## config.mk

```make
export PLATFORM = sky130hd
export DESIGN_NAME = crso_top
export DESIGN_NICKNAME = d
export VERILOG_FILES = /design/src/hdl/crso_pkg.sv /design/src/hdl/crso_top.sv
export SDC_FILE = /design/constraint.sdc
export NUM_CORES = 1
export LEC_CHECK = 0
export BUFFER_PORTS_ARGS = -buffer_cell sky130_fd_sc_hd__buf_4
export CAP_MARGIN = 10
export CORE_UTILIZATION = 40
export CTS_CLUSTER_SIZE = 8
export DETAILED_ROUTE_END_ITERATION = 16
export MAX_ROUTING_LAYER = met4
export PLACE_DENSITY = 0.72
export SETUP_SLACK_MARGIN = 0.1
export SLEW_MARGIN = 20
export SYNTH_ARGS = -nofsm -noshare
export SYNTH_HDL_FRONTEND = slang
export SYNTH_SLANG_ARGS = --single-unit
export TNS_END_PERCENT = 5
```

## constraint.sdc

```tcl
create_clock -name clk_i -period 2 [get_ports clk_i]
set_input_delay 0.2 -clock clk_i [delete_from_list [all_inputs] [get_ports clk_i]]
set_output_delay 0.2 -clock clk_i [all_outputs]
set_load 0.05 [all_outputs]
```

## src/hdl/crso_pkg.sv

```systemverilog
// Package: constants for the auxiliary CMOS reference clock output selector
`default_nettype none
package crso_pkg;
	// Wishbone register map (byte addresses)
	localparam logic [3:0] ADDR_CTRL   = 4'h0;  // Control register
	localparam logic [3:0] ADDR_STATUS = 4'h4;  // Status register

	// Control register field positions
	localparam int CTRL_OVERRANGE_OUTPUT_ENABLE_BIT    = 0;      // Strap override enable
	localparam int CTRL_ORNG_EN_BIT   = 1;      // Over-range output enable
	localparam int CTRL_FIRST_MODE_LO = 4;      // First output mode field, low bit
	localparam int CTRL_SECOND_MODE_LO = 8;     // Second output mode field, low bit

	// Status register field positions
	localparam int STAT_FIRST_FN_LO  = 0;       // First output function code
	localparam int STAT_SECOND_FN_LO = 8;       // Second output function code
	localparam int STAT_STRAP_LO     = 16;      // Strap pin levels
	localparam int STAT_PD_BIT       = 20;      // Power-down pin level
	localparam int STAT_REFSEL_BIT   = 21;      // Reference select pin level

	// Reset value of the control register
	localparam logic [31:0] CTRL_RESET = 32'h0000_0000;

	// Reference mode / strap codes
	localparam logic [1:0] MODE_OFF  = 2'h0;    // Disabled or over-range
	localparam logic [1:0] MODE_REF  = 2'h1;    // Undivided reference
	localparam logic [1:0] MODE_DIV2 = 2'h2;    // Reference / 2
	localparam logic [1:0] MODE_DIV4 = 2'h3;    // Reference / 4

	// Over-range exists only on the four-channel variant of the part
	localparam logic QUAD_PART = 1'h1;

	// Output function, one-hot
	typedef enum logic [4:0] {
		FN_OFF  = 5'h01,
		FN_ORNG = 5'h02,
		FN_REF  = 5'h04,
		FN_DIV2 = 5'h08,
		FN_DIV4 = 5'h10
	} crso_fn_t;
endpackage
`default_nettype wire

```

## src/hdl/crso_top.sv

```systemverilog
// Module: auxiliary CMOS reference clock output selector with Wishbone registers
//
// Contract
// - Strap-selected clocks present from power-up, power-down low
// - Power-down high disables both auxiliary outputs
// - Register mode fields override strap pins
// - Straps enable both, divide only first output
// - Divided reference beats over-range on same pin
// - Second clock needs first mode above zero
// - First output: strap or register code decode
// - Second output: strap gives reference, register divides
// - Reference select pin picks differential or single-ended
//
// Added by the designer: the Wishbone slave port and the address map.
`default_nettype none
module crso_top (
	input  wire logic        clk_i,                     // 200 MHz system clock
	input  wire logic        rst_i,                     // Synchronous reset, active high
	input  wire logic        wb_cyc_i,                  // Wishbone cycle
	input  wire logic        wb_stb_i,                  // Wishbone strobe
	input  wire logic        wb_we_i,                   // Wishbone write enable
	input  wire logic [3:0]  wb_adr_i,                  // Wishbone byte address
	input  wire logic [3:0]  wb_sel_i,                  // Wishbone byte selects
	input  wire logic [31:0] wb_dat_i,                  // Wishbone write data
	output logic      [31:0] wb_dat_o,                  // Wishbone read data
	output logic             wb_ack_o,                  // Wishbone acknowledge
	input  wire logic [1:0]  clock_strap_pins_i,        // Strap pins
	input  wire logic        power_down_pin_i,          // Global power-down
	input  wire logic        ref_input_select_pin_i,    // 0 differential, 1 single-ended
	input  wire logic        diff_clock_input_i,        // Differential reference, as level
	input  wire logic        single_ended_clock_input_i, // Single-ended reference
	input  wire logic        overrange_first_i,         // Over-range flag, first channel
	input  wire logic        overrange_second_i,        // Over-range flag, second channel
	output logic             aux_out_first_o,           // First auxiliary CMOS output
	output logic             aux_out_second_o           // Second auxiliary CMOS output
);
	// Register state
	logic [31:0] ctrl_q, ctrl_d;                        // Control register
	logic [31:0] rdat_q, rdat_d;                        // Read data
	logic        ack_q,  ack_d;                         // Acknowledge
	// Clock path state
	logic        ref_q, ref_d;                          // Selected reference, sampled
	logic [1:0]  cnt_q, cnt_d;                          // Reference rising edge counter
	crso_pkg::crso_fn_t fn1_q, fn1_d;                   // First output function
	crso_pkg::crso_fn_t fn2_q, fn2_d;                   // Second output function
	logic        out1_q, out1_d;                        // First output flop
	logic        out2_q, out2_d;                        // Second output flop

	// Field views of the control register
	logic        overrange_output_enable;
	logic        orng_en;
	logic [1:0]  mode1;
	logic [1:0]  mode2;
	logic [1:0]  code1;
	logic [1:0]  code2;
	logic        req;
	assign overrange_output_enable  = ctrl_q[crso_pkg::CTRL_OVERRANGE_OUTPUT_ENABLE_BIT];
	assign orng_en = ctrl_q[crso_pkg::CTRL_ORNG_EN_BIT];
	assign mode1   = ctrl_q[crso_pkg::CTRL_FIRST_MODE_LO +: 2];
	assign mode2   = ctrl_q[crso_pkg::CTRL_SECOND_MODE_LO +: 2];
	assign req     = wb_cyc_i & wb_stb_i & ~ack_q;

	// Map a mode code to a function; idle code falls to over-range or off
	function automatic crso_pkg::crso_fn_t decode(input logic [1:0] code, input logic orng);
		crso_pkg::crso_fn_t f;
		unique case (code)
			crso_pkg::MODE_REF:  f = crso_pkg::FN_REF;
			crso_pkg::MODE_DIV2: f = crso_pkg::FN_DIV2;
			crso_pkg::MODE_DIV4: f = crso_pkg::FN_DIV4;
			default:             f = (orng && crso_pkg::QUAD_PART) ? crso_pkg::FN_ORNG
			                                                      : crso_pkg::FN_OFF;
		endcase
		return f;
	endfunction

	// Wishbone slave: one-cycle ack, unmapped reads zero and writes dropped
	always_comb begin
		ctrl_d = ctrl_q;
		rdat_d = rdat_q;
		ack_d  = req;
		if (req) begin
			rdat_d = 32'h0000_0000;
			unique case (wb_adr_i)
				crso_pkg::ADDR_CTRL: begin
					rdat_d = ctrl_q;
					if (wb_we_i) begin
						for (int b = 0; b < 4; b++) begin
							if (wb_sel_i[b]) begin
								ctrl_d[8*b +: 8] = wb_dat_i[8*b +: 8];
							end
						end
					end
				end
				crso_pkg::ADDR_STATUS: begin
					// Live view of the decoded functions and pins
					rdat_d[crso_pkg::STAT_FIRST_FN_LO +: 5]  = fn1_q;
					rdat_d[crso_pkg::STAT_SECOND_FN_LO +: 5] = fn2_q;
					rdat_d[crso_pkg::STAT_STRAP_LO +: 2]     = clock_strap_pins_i;
					rdat_d[crso_pkg::STAT_PD_BIT]            = power_down_pin_i;
					rdat_d[crso_pkg::STAT_REFSEL_BIT]        = ref_input_select_pin_i;
				end
				default: begin
					// Unmapped: ack anyway so the bus never hangs
					rdat_d = 32'h0000_0000;
				end
			endcase
		end
	end

	always_ff @(posedge clk_i) begin
		if (rst_i) begin
			ctrl_q <= crso_pkg::CTRL_RESET;
			rdat_q <= 32'h0000_0000;
			ack_q  <= 1'h0;
		end else begin
			ctrl_q <= ctrl_d;
			rdat_q <= rdat_d;
			ack_q  <= ack_d;
		end
	end

	assign wb_dat_o = rdat_q;
	assign wb_ack_o = ack_q;

	// Function decode for both outputs
	always_comb begin
		// Straps steer until software sets the override
		code1 = overrange_output_enable ? mode1 : clock_strap_pins_i;
		// Straps only enable the second output, never divide it
		if (overrange_output_enable) begin
			code2 = mode2;
		end else begin
			code2 = (clock_strap_pins_i != crso_pkg::MODE_OFF) ? crso_pkg::MODE_REF
			                                                    : crso_pkg::MODE_OFF;
		end
		// Second clock only rides along a first clock mode above zero
		if (code1 == crso_pkg::MODE_OFF) begin
			code2 = crso_pkg::MODE_OFF;
		end
		// Any clock code wins before over-range is considered
		fn1_d = decode(code1, orng_en);
		fn2_d = decode(code2, orng_en);
	end

	// Reference selection and divider
	always_comb begin
		ref_d = ref_input_select_pin_i ? single_ended_clock_input_i
		                               : diff_clock_input_i;
		cnt_d = cnt_q;
		// Count rising edges: bit 0 is ref/2, bit 1 is ref/4
		if (ref_d && !ref_q) begin
			cnt_d = cnt_q + 2'h1;
		end
	end

	// Output muxing; power-down overrides everything
	always_comb begin
		unique case (fn1_q)
			crso_pkg::FN_REF:  out1_d = ref_q;
			crso_pkg::FN_DIV2: out1_d = cnt_q[0];
			crso_pkg::FN_DIV4: out1_d = cnt_q[1];
			crso_pkg::FN_ORNG: out1_d = overrange_first_i;
			default:           out1_d = 1'h0;
		endcase
		unique case (fn2_q)
			crso_pkg::FN_REF:  out2_d = ref_q;
			crso_pkg::FN_DIV2: out2_d = cnt_q[0];
			crso_pkg::FN_DIV4: out2_d = cnt_q[1];
			crso_pkg::FN_ORNG: out2_d = overrange_second_i;
			default:           out2_d = 1'h0;
		endcase
		if (power_down_pin_i) begin
			out1_d = 1'h0;
			out2_d = 1'h0;
		end
	end

	// Clock path registers; outputs leave straight from flops
	always_ff @(posedge clk_i) begin
		if (rst_i) begin
			ref_q  <= 1'h0;
			cnt_q  <= 2'h0;
			fn1_q  <= crso_pkg::FN_OFF;
			fn2_q  <= crso_pkg::FN_OFF;
			out1_q <= 1'h0;
			out2_q <= 1'h0;
		end else begin
			ref_q  <= ref_d;
			cnt_q  <= cnt_d;
			fn1_q  <= fn1_d;
			fn2_q  <= fn2_d;
			out1_q <= out1_d;
			out2_q <= out2_d;
		end
	end

	assign aux_out_first_o  = out1_q;
	assign aux_out_second_o = out2_q;
endmodule // crso_top
`default_nettype wire

```

# Word level (Yosys, flattened, before mapping)
# Cells that the tools add are included.
# classes
add_sub_neg,1
n_eq_ne,15
mux,18
bitwise,3
reduce_logical,10
# op_table
cell,n
5-bit one-hot mux with 3 select lines,2
5-bit one-hot mux with 2 select lines,2
4-bit AND reduction,4
"5-bit by 2-bit == test with 1-bit output, second input constant",2
"5-bit by 3-bit == test with 1-bit output, second input constant",2
"5-bit by 4-bit == test with 1-bit output, second input constant",2
"5-bit == test, second input constant",2
10-bit 2-to-1 mux,1
2-bit 2-to-1 mux,5
"2-bit == test, second input constant",4
1-bit one-hot mux with 4 select lines,2
2-bit one-hot mux with 2 select lines,2
3-bit 2-to-1 mux,2
"2-bit by 1-bit == test with 1-bit output, second input constant",2
"4-bit by 3-bit == test with 1-bit output, second input constant",1
4-bit zero test,1
"2-bit by 1-bit adder with 2-bit output, second input constant",1
1-bit AND,2
2-bit zero test,1
1-bit 2-to-1 mux,2
2-bit nonzero test,1
2-bit OR reduction,1
1-bit logical AND,1
1-bit zero test,1
1-bit inverter,1
# totals
register_bits,80
input_bits,53
out_inout_bits,35
elab_cells,59

# Logic depth before layout (Yosys ltp)
# logic_depth
ltp_word,6
depth_mapped,6

# Worst setup path after synthesis
# OpenSTA, ideal clock, no wires.
# synth_path
path_kind,reg2reg
from,"register ack_q, in the netlist wb_ack_o"
to,register ctrl_q[10]
t_arrival_ns,1.462
path_slack_ns,0.418
stages_incl_launch_ff,6
path_buffers,2
period_less_slack_ns,1.582
cell_sequence,dfxtp_1 > and3b_1 > clkbuf_1 > and4_1 > buf_4 > mux2i_1
# synth_between
elab_chain_len,3
# synth_rtl
element,line_no,text
"start, declared",crso_top.sv:40,"logic ack_q, ack_d;"
"start signal, assigned",crso_top.sv:118,ack_q <= ack_d;
1-bit inverter,crso_top.sv:61,assign req = wb_cyc_i & wb_stb_i & ~ack_q;
1-bit AND,crso_top.sv:61,
4-bit AND reduction (no line),--,
"end signal, assigned",crso_top.sv:112,ctrl_q <= crso_pkg::CTRL_RESET;
"end signal, assigned",crso_top.sv:116,ctrl_q <= ctrl_d;
"end, declared",crso_top.sv:38,"logic [31:0] ctrl_q, ctrl_d;"
# Every way passes these cells.
# A chain may end at the register's enable or synchronous reset.

# Final worst setup path
# layout_path
from,"register ack_q, in the netlist wb_ack_o"
to,register ctrl_q[12]
# The elaborated chain is that of the path after synthesis.

==> impl_metrics.csv <==
group,metric,value,unit
clocking,path_clk_slew,90,ps
setup_path,timing.rr.end,"ctrl_q[12]$_SDFFE_PP0P_",
setup_path,critPathBufInv,0,
cells_and_area,area_delta_synth_final,27.55,%
sta,setup_slack,457.0,ps
yosys,yosys_warnings,0,
hold_path,hold_class,"in -> reg",
setup_path,crit_required,2290,ps
cells_and_area,ff_latch_area,1602,um2
yosys,synth_top_area_share,48.17,%
yosys,ys_ff_latch,80,
clocking,clkLatencyLatePin,360,ps
sta,hold_viol,0,
power_and_ir_drop,p_leak,1.641,nW
floorplan,start_util,42.15,%
clocking,cts_max_path_buffers,2,
global_routing,grt_max_degree,58,
yosys,synth_edf_count,0,
clocking,cts_buffers,9,
cells_and_area,layout.cells.non_filler,561,
yosys,async_flop_share,0,%
setup_path,r2r_start,"wb_ack_o$_SDFF_PP0_",
yosys,yosysTopAreaCell,"dfxtp_1",
cells_and_area,fillCellCount,754,
power_and_ir_drop,ir_worst_vdd,361.3,uV
place,placement.io_buffers,87,
global_routing,overflow,0,
setup_path,worstSetupPathType,"reg -> reg",
sta,worst_slew_pin_slew,491.4,ps
yosys,netlist_area,3324,um2
yosys,yosysMostFrequentCell,"nand2_1",
yosys,seq_area_frac_synth,48.17,%
setup_path,cpPeakStageDelay,550,ps
detailed_routing,first_pass_iters,4,
global_routing,grtUsageTotal,20.93,%
clocking,cts-root-buf,"clkbuf_8",
detailed_routing,vias,2876,
clocking,cts.repair.resized,0,
hold_path,timing.hold.worst.start,"wb_dat_i[13]",
sta,finClkSkew,12.76,ps
power_and_ir_drop,p_per_area,763.5,nW/um2
sta,timing.final.crit_share,77.15,%
clocking,cts_tree,"done",
setup_path,worstPathArrival,1840,ps
place,hpwl,5795,um
clocking,htree_levels,3,
sta,rsz0062_at_grt,"false",
setup_path,critical_path.top_delay_family,"simple AND/OR/NAND/NOR gates",
floorplan,rows,32,
detailed_routing,wl_per_cell,14.82,um
sta,whs,81.42,ps
detailed_routing,drt_wl_total,8314,um
yosys,synthFlopType,"dfxtp_1",
sta,fin_crit,1543,ps
setup_path,worstRegToRegCells,3,
hold_path,holdPathEnd,"ctrl_q[13]$_SDFFE_PP0P_",
detailed_routing,drt_iter0_drc,129,
floorplan,die_y,93.17,um
outcome,status,"completed",
global_routing,antenna_found_initial,0,
detailed_routing,routed_via_density,5.127,
yosys,synth_cell_types,36,
clocking,cts_hold_buf,0,
place,dp_slack,272.9,ps
place,dp.cells,545,
hold_path,holdPathStages,3,
setup_path,cp_max_fo,8,
clocking,cts_setup_buffers,0,
cells_and_area,final_nets,507,
floorplan,dieArea,8680,um2
sta,final_max_slew_viol_count,0,
cells_and_area,drive_above_1_share,28.54,%
yosys,synthCells,378,
setup_path,critPathSlowestCell,"and4_1",
floorplan,core-area,7888,um2
sta,relSlewSlack,67.24,%
global_routing,grt_pass1_wl,13470,um
setup_path,end_kind,"register",
detailed_routing,ant_nets,0,
floorplan,ioPinCount,88,
yosys,synth.area.top_cells,"dfxtp_1, nand2_1, mux2i_1",
power_and_ir_drop,finalPower,3.237,mW
sta,setup_viol,0,
cells_and_area,multiInputGateArea,1558,um2
floorplan,die_width,93.17,um
place,place_congestion,0.8156,
job,maxCapViolCount,0,
detailed_routing,route.detailed.drc,0,
clocking,cts.sinks,80,
setup_path,ff2ff_setup_slack,460,ps
sta,fmaxAchievable,648.1,MHz
setup_path,cp-start-kind,"register",
yosys,synth_area_per_cell,8.795,um2
yosys,synth_common_cells,"nand2_1, dfxtp_1, a21oi_1",
cells_and_area,n_antenna_cell,0,
sta,fin_tns_setup,0,ps
setup_path,cp_cell_sequence,"and3b_1 > and4_1 > mux2i_1",
global_routing,grt_pass1_vias,2746,
yosys,syn-num-nets,431,
## placed cells by master, fill, tap and decap left out, types with 2 or more instances in the layout
cell type  instances
buf_4             92
o21ai_0            3
a2111oi_2          2
nand3_1           33
mux2i_1           33
a221o_1            2
nor3_1             4
clkbuf_8          10
nand2b_1           2
nand3b_1           3
and4_1             3
inv_1              3
bufinv_16          2
nand2_1          102
inv_6              2
a21oi_1           37
mux2_2            16
nor2_1            12
dfxtp_1           80
## layer usage
layer | global-route usage [%] | up-vias | share of wire, %
met3 | 6.098 | 10 | 6.1
met5 | - | - | 0
met2 | 32.48 | 87 | 47
met4 | 6.923 | 0 | 1.4
li1 | - | 1437 | -
met1 | 26.15 | 1342 | 45
## layout make-up
cell class	instances	area share, %
inverter	4	0.3541
clock buffer	11	3.334
multi-input combinational	266	36.74
timing repair buffer	93	16.76
tap	102	3.010
sequential	80	37.77
clock inverter	5	2.036
## registers in the layout, summed over array words and instances, names as in the netlist
signal	count
ctrl_q	32
wb_dat_o	32
fn1_q	5
fn2_q	5
cnt_q	2
aux_out_first_o	1
aux_out_second_o	1
ref_q	1
wb_ack_o	1
## tightest hold or removal path: stages
cell	delay [ps]
buf_4	100
nand2_1	40
mux2i_1	50
## worst max path at each step
stage	start	to	cells past startpoint
floorplan	wb_ack_o$_SDFF_PP0_	ctrl_q[10]$_SDFFE_PP0P_	5
global placement	wb_adr_i[1]	ctrl_q[9]$_SDFFE_PP0P_	4
detailed placement	wb_adr_i[1]	ctrl_q[15]$_SDFFE_PP0P_	4
CTS	wb_ack_o$_SDFF_PP0_	ctrl_q[15]$_SDFFE_PP0P_	3
global route	wb_ack_o$_SDFF_PP0_	ctrl_q[12]$_SDFFE_PP0P_	3
finish	wb_ack_o$_SDFF_PP0_	ctrl_q[12]$_SDFFE_PP0P_	3
## report_power, final
group          internal, mW  leakage [nW]  switching (mW)  total (mW)
registers              1.61         0.646          0.0137        1.62
logic                 0.121         0.880           0.142       0.263
clock network         0.748         0.115           0.606        1.35
total                  2.48          1.64           0.762        3.24
## metrics by stage
step | util (%) | instance area (um2)
after floorplan | - | 3324
final | 53.76 | 4240
after global routing | 53.76 | 4240
after global placement | 50.87 | 4013
after detailed placement | 50.87 | 4013
after CTS | 53.76 | 4240
## logic make-up (layout without fill, tap and decap cells)
kind of cell           after synthesis  count (layout)  synth area share, %
AND/OR/NAND/NOR                    168             168                22.81
buffers and inverters               32             113                4.968
flip-flops                          80              80                48.17
AO/OA/AOI/OAI                       49              49                8.694
multiplexers                        49              49                15.36
Power figures use the tool's default switching activity.
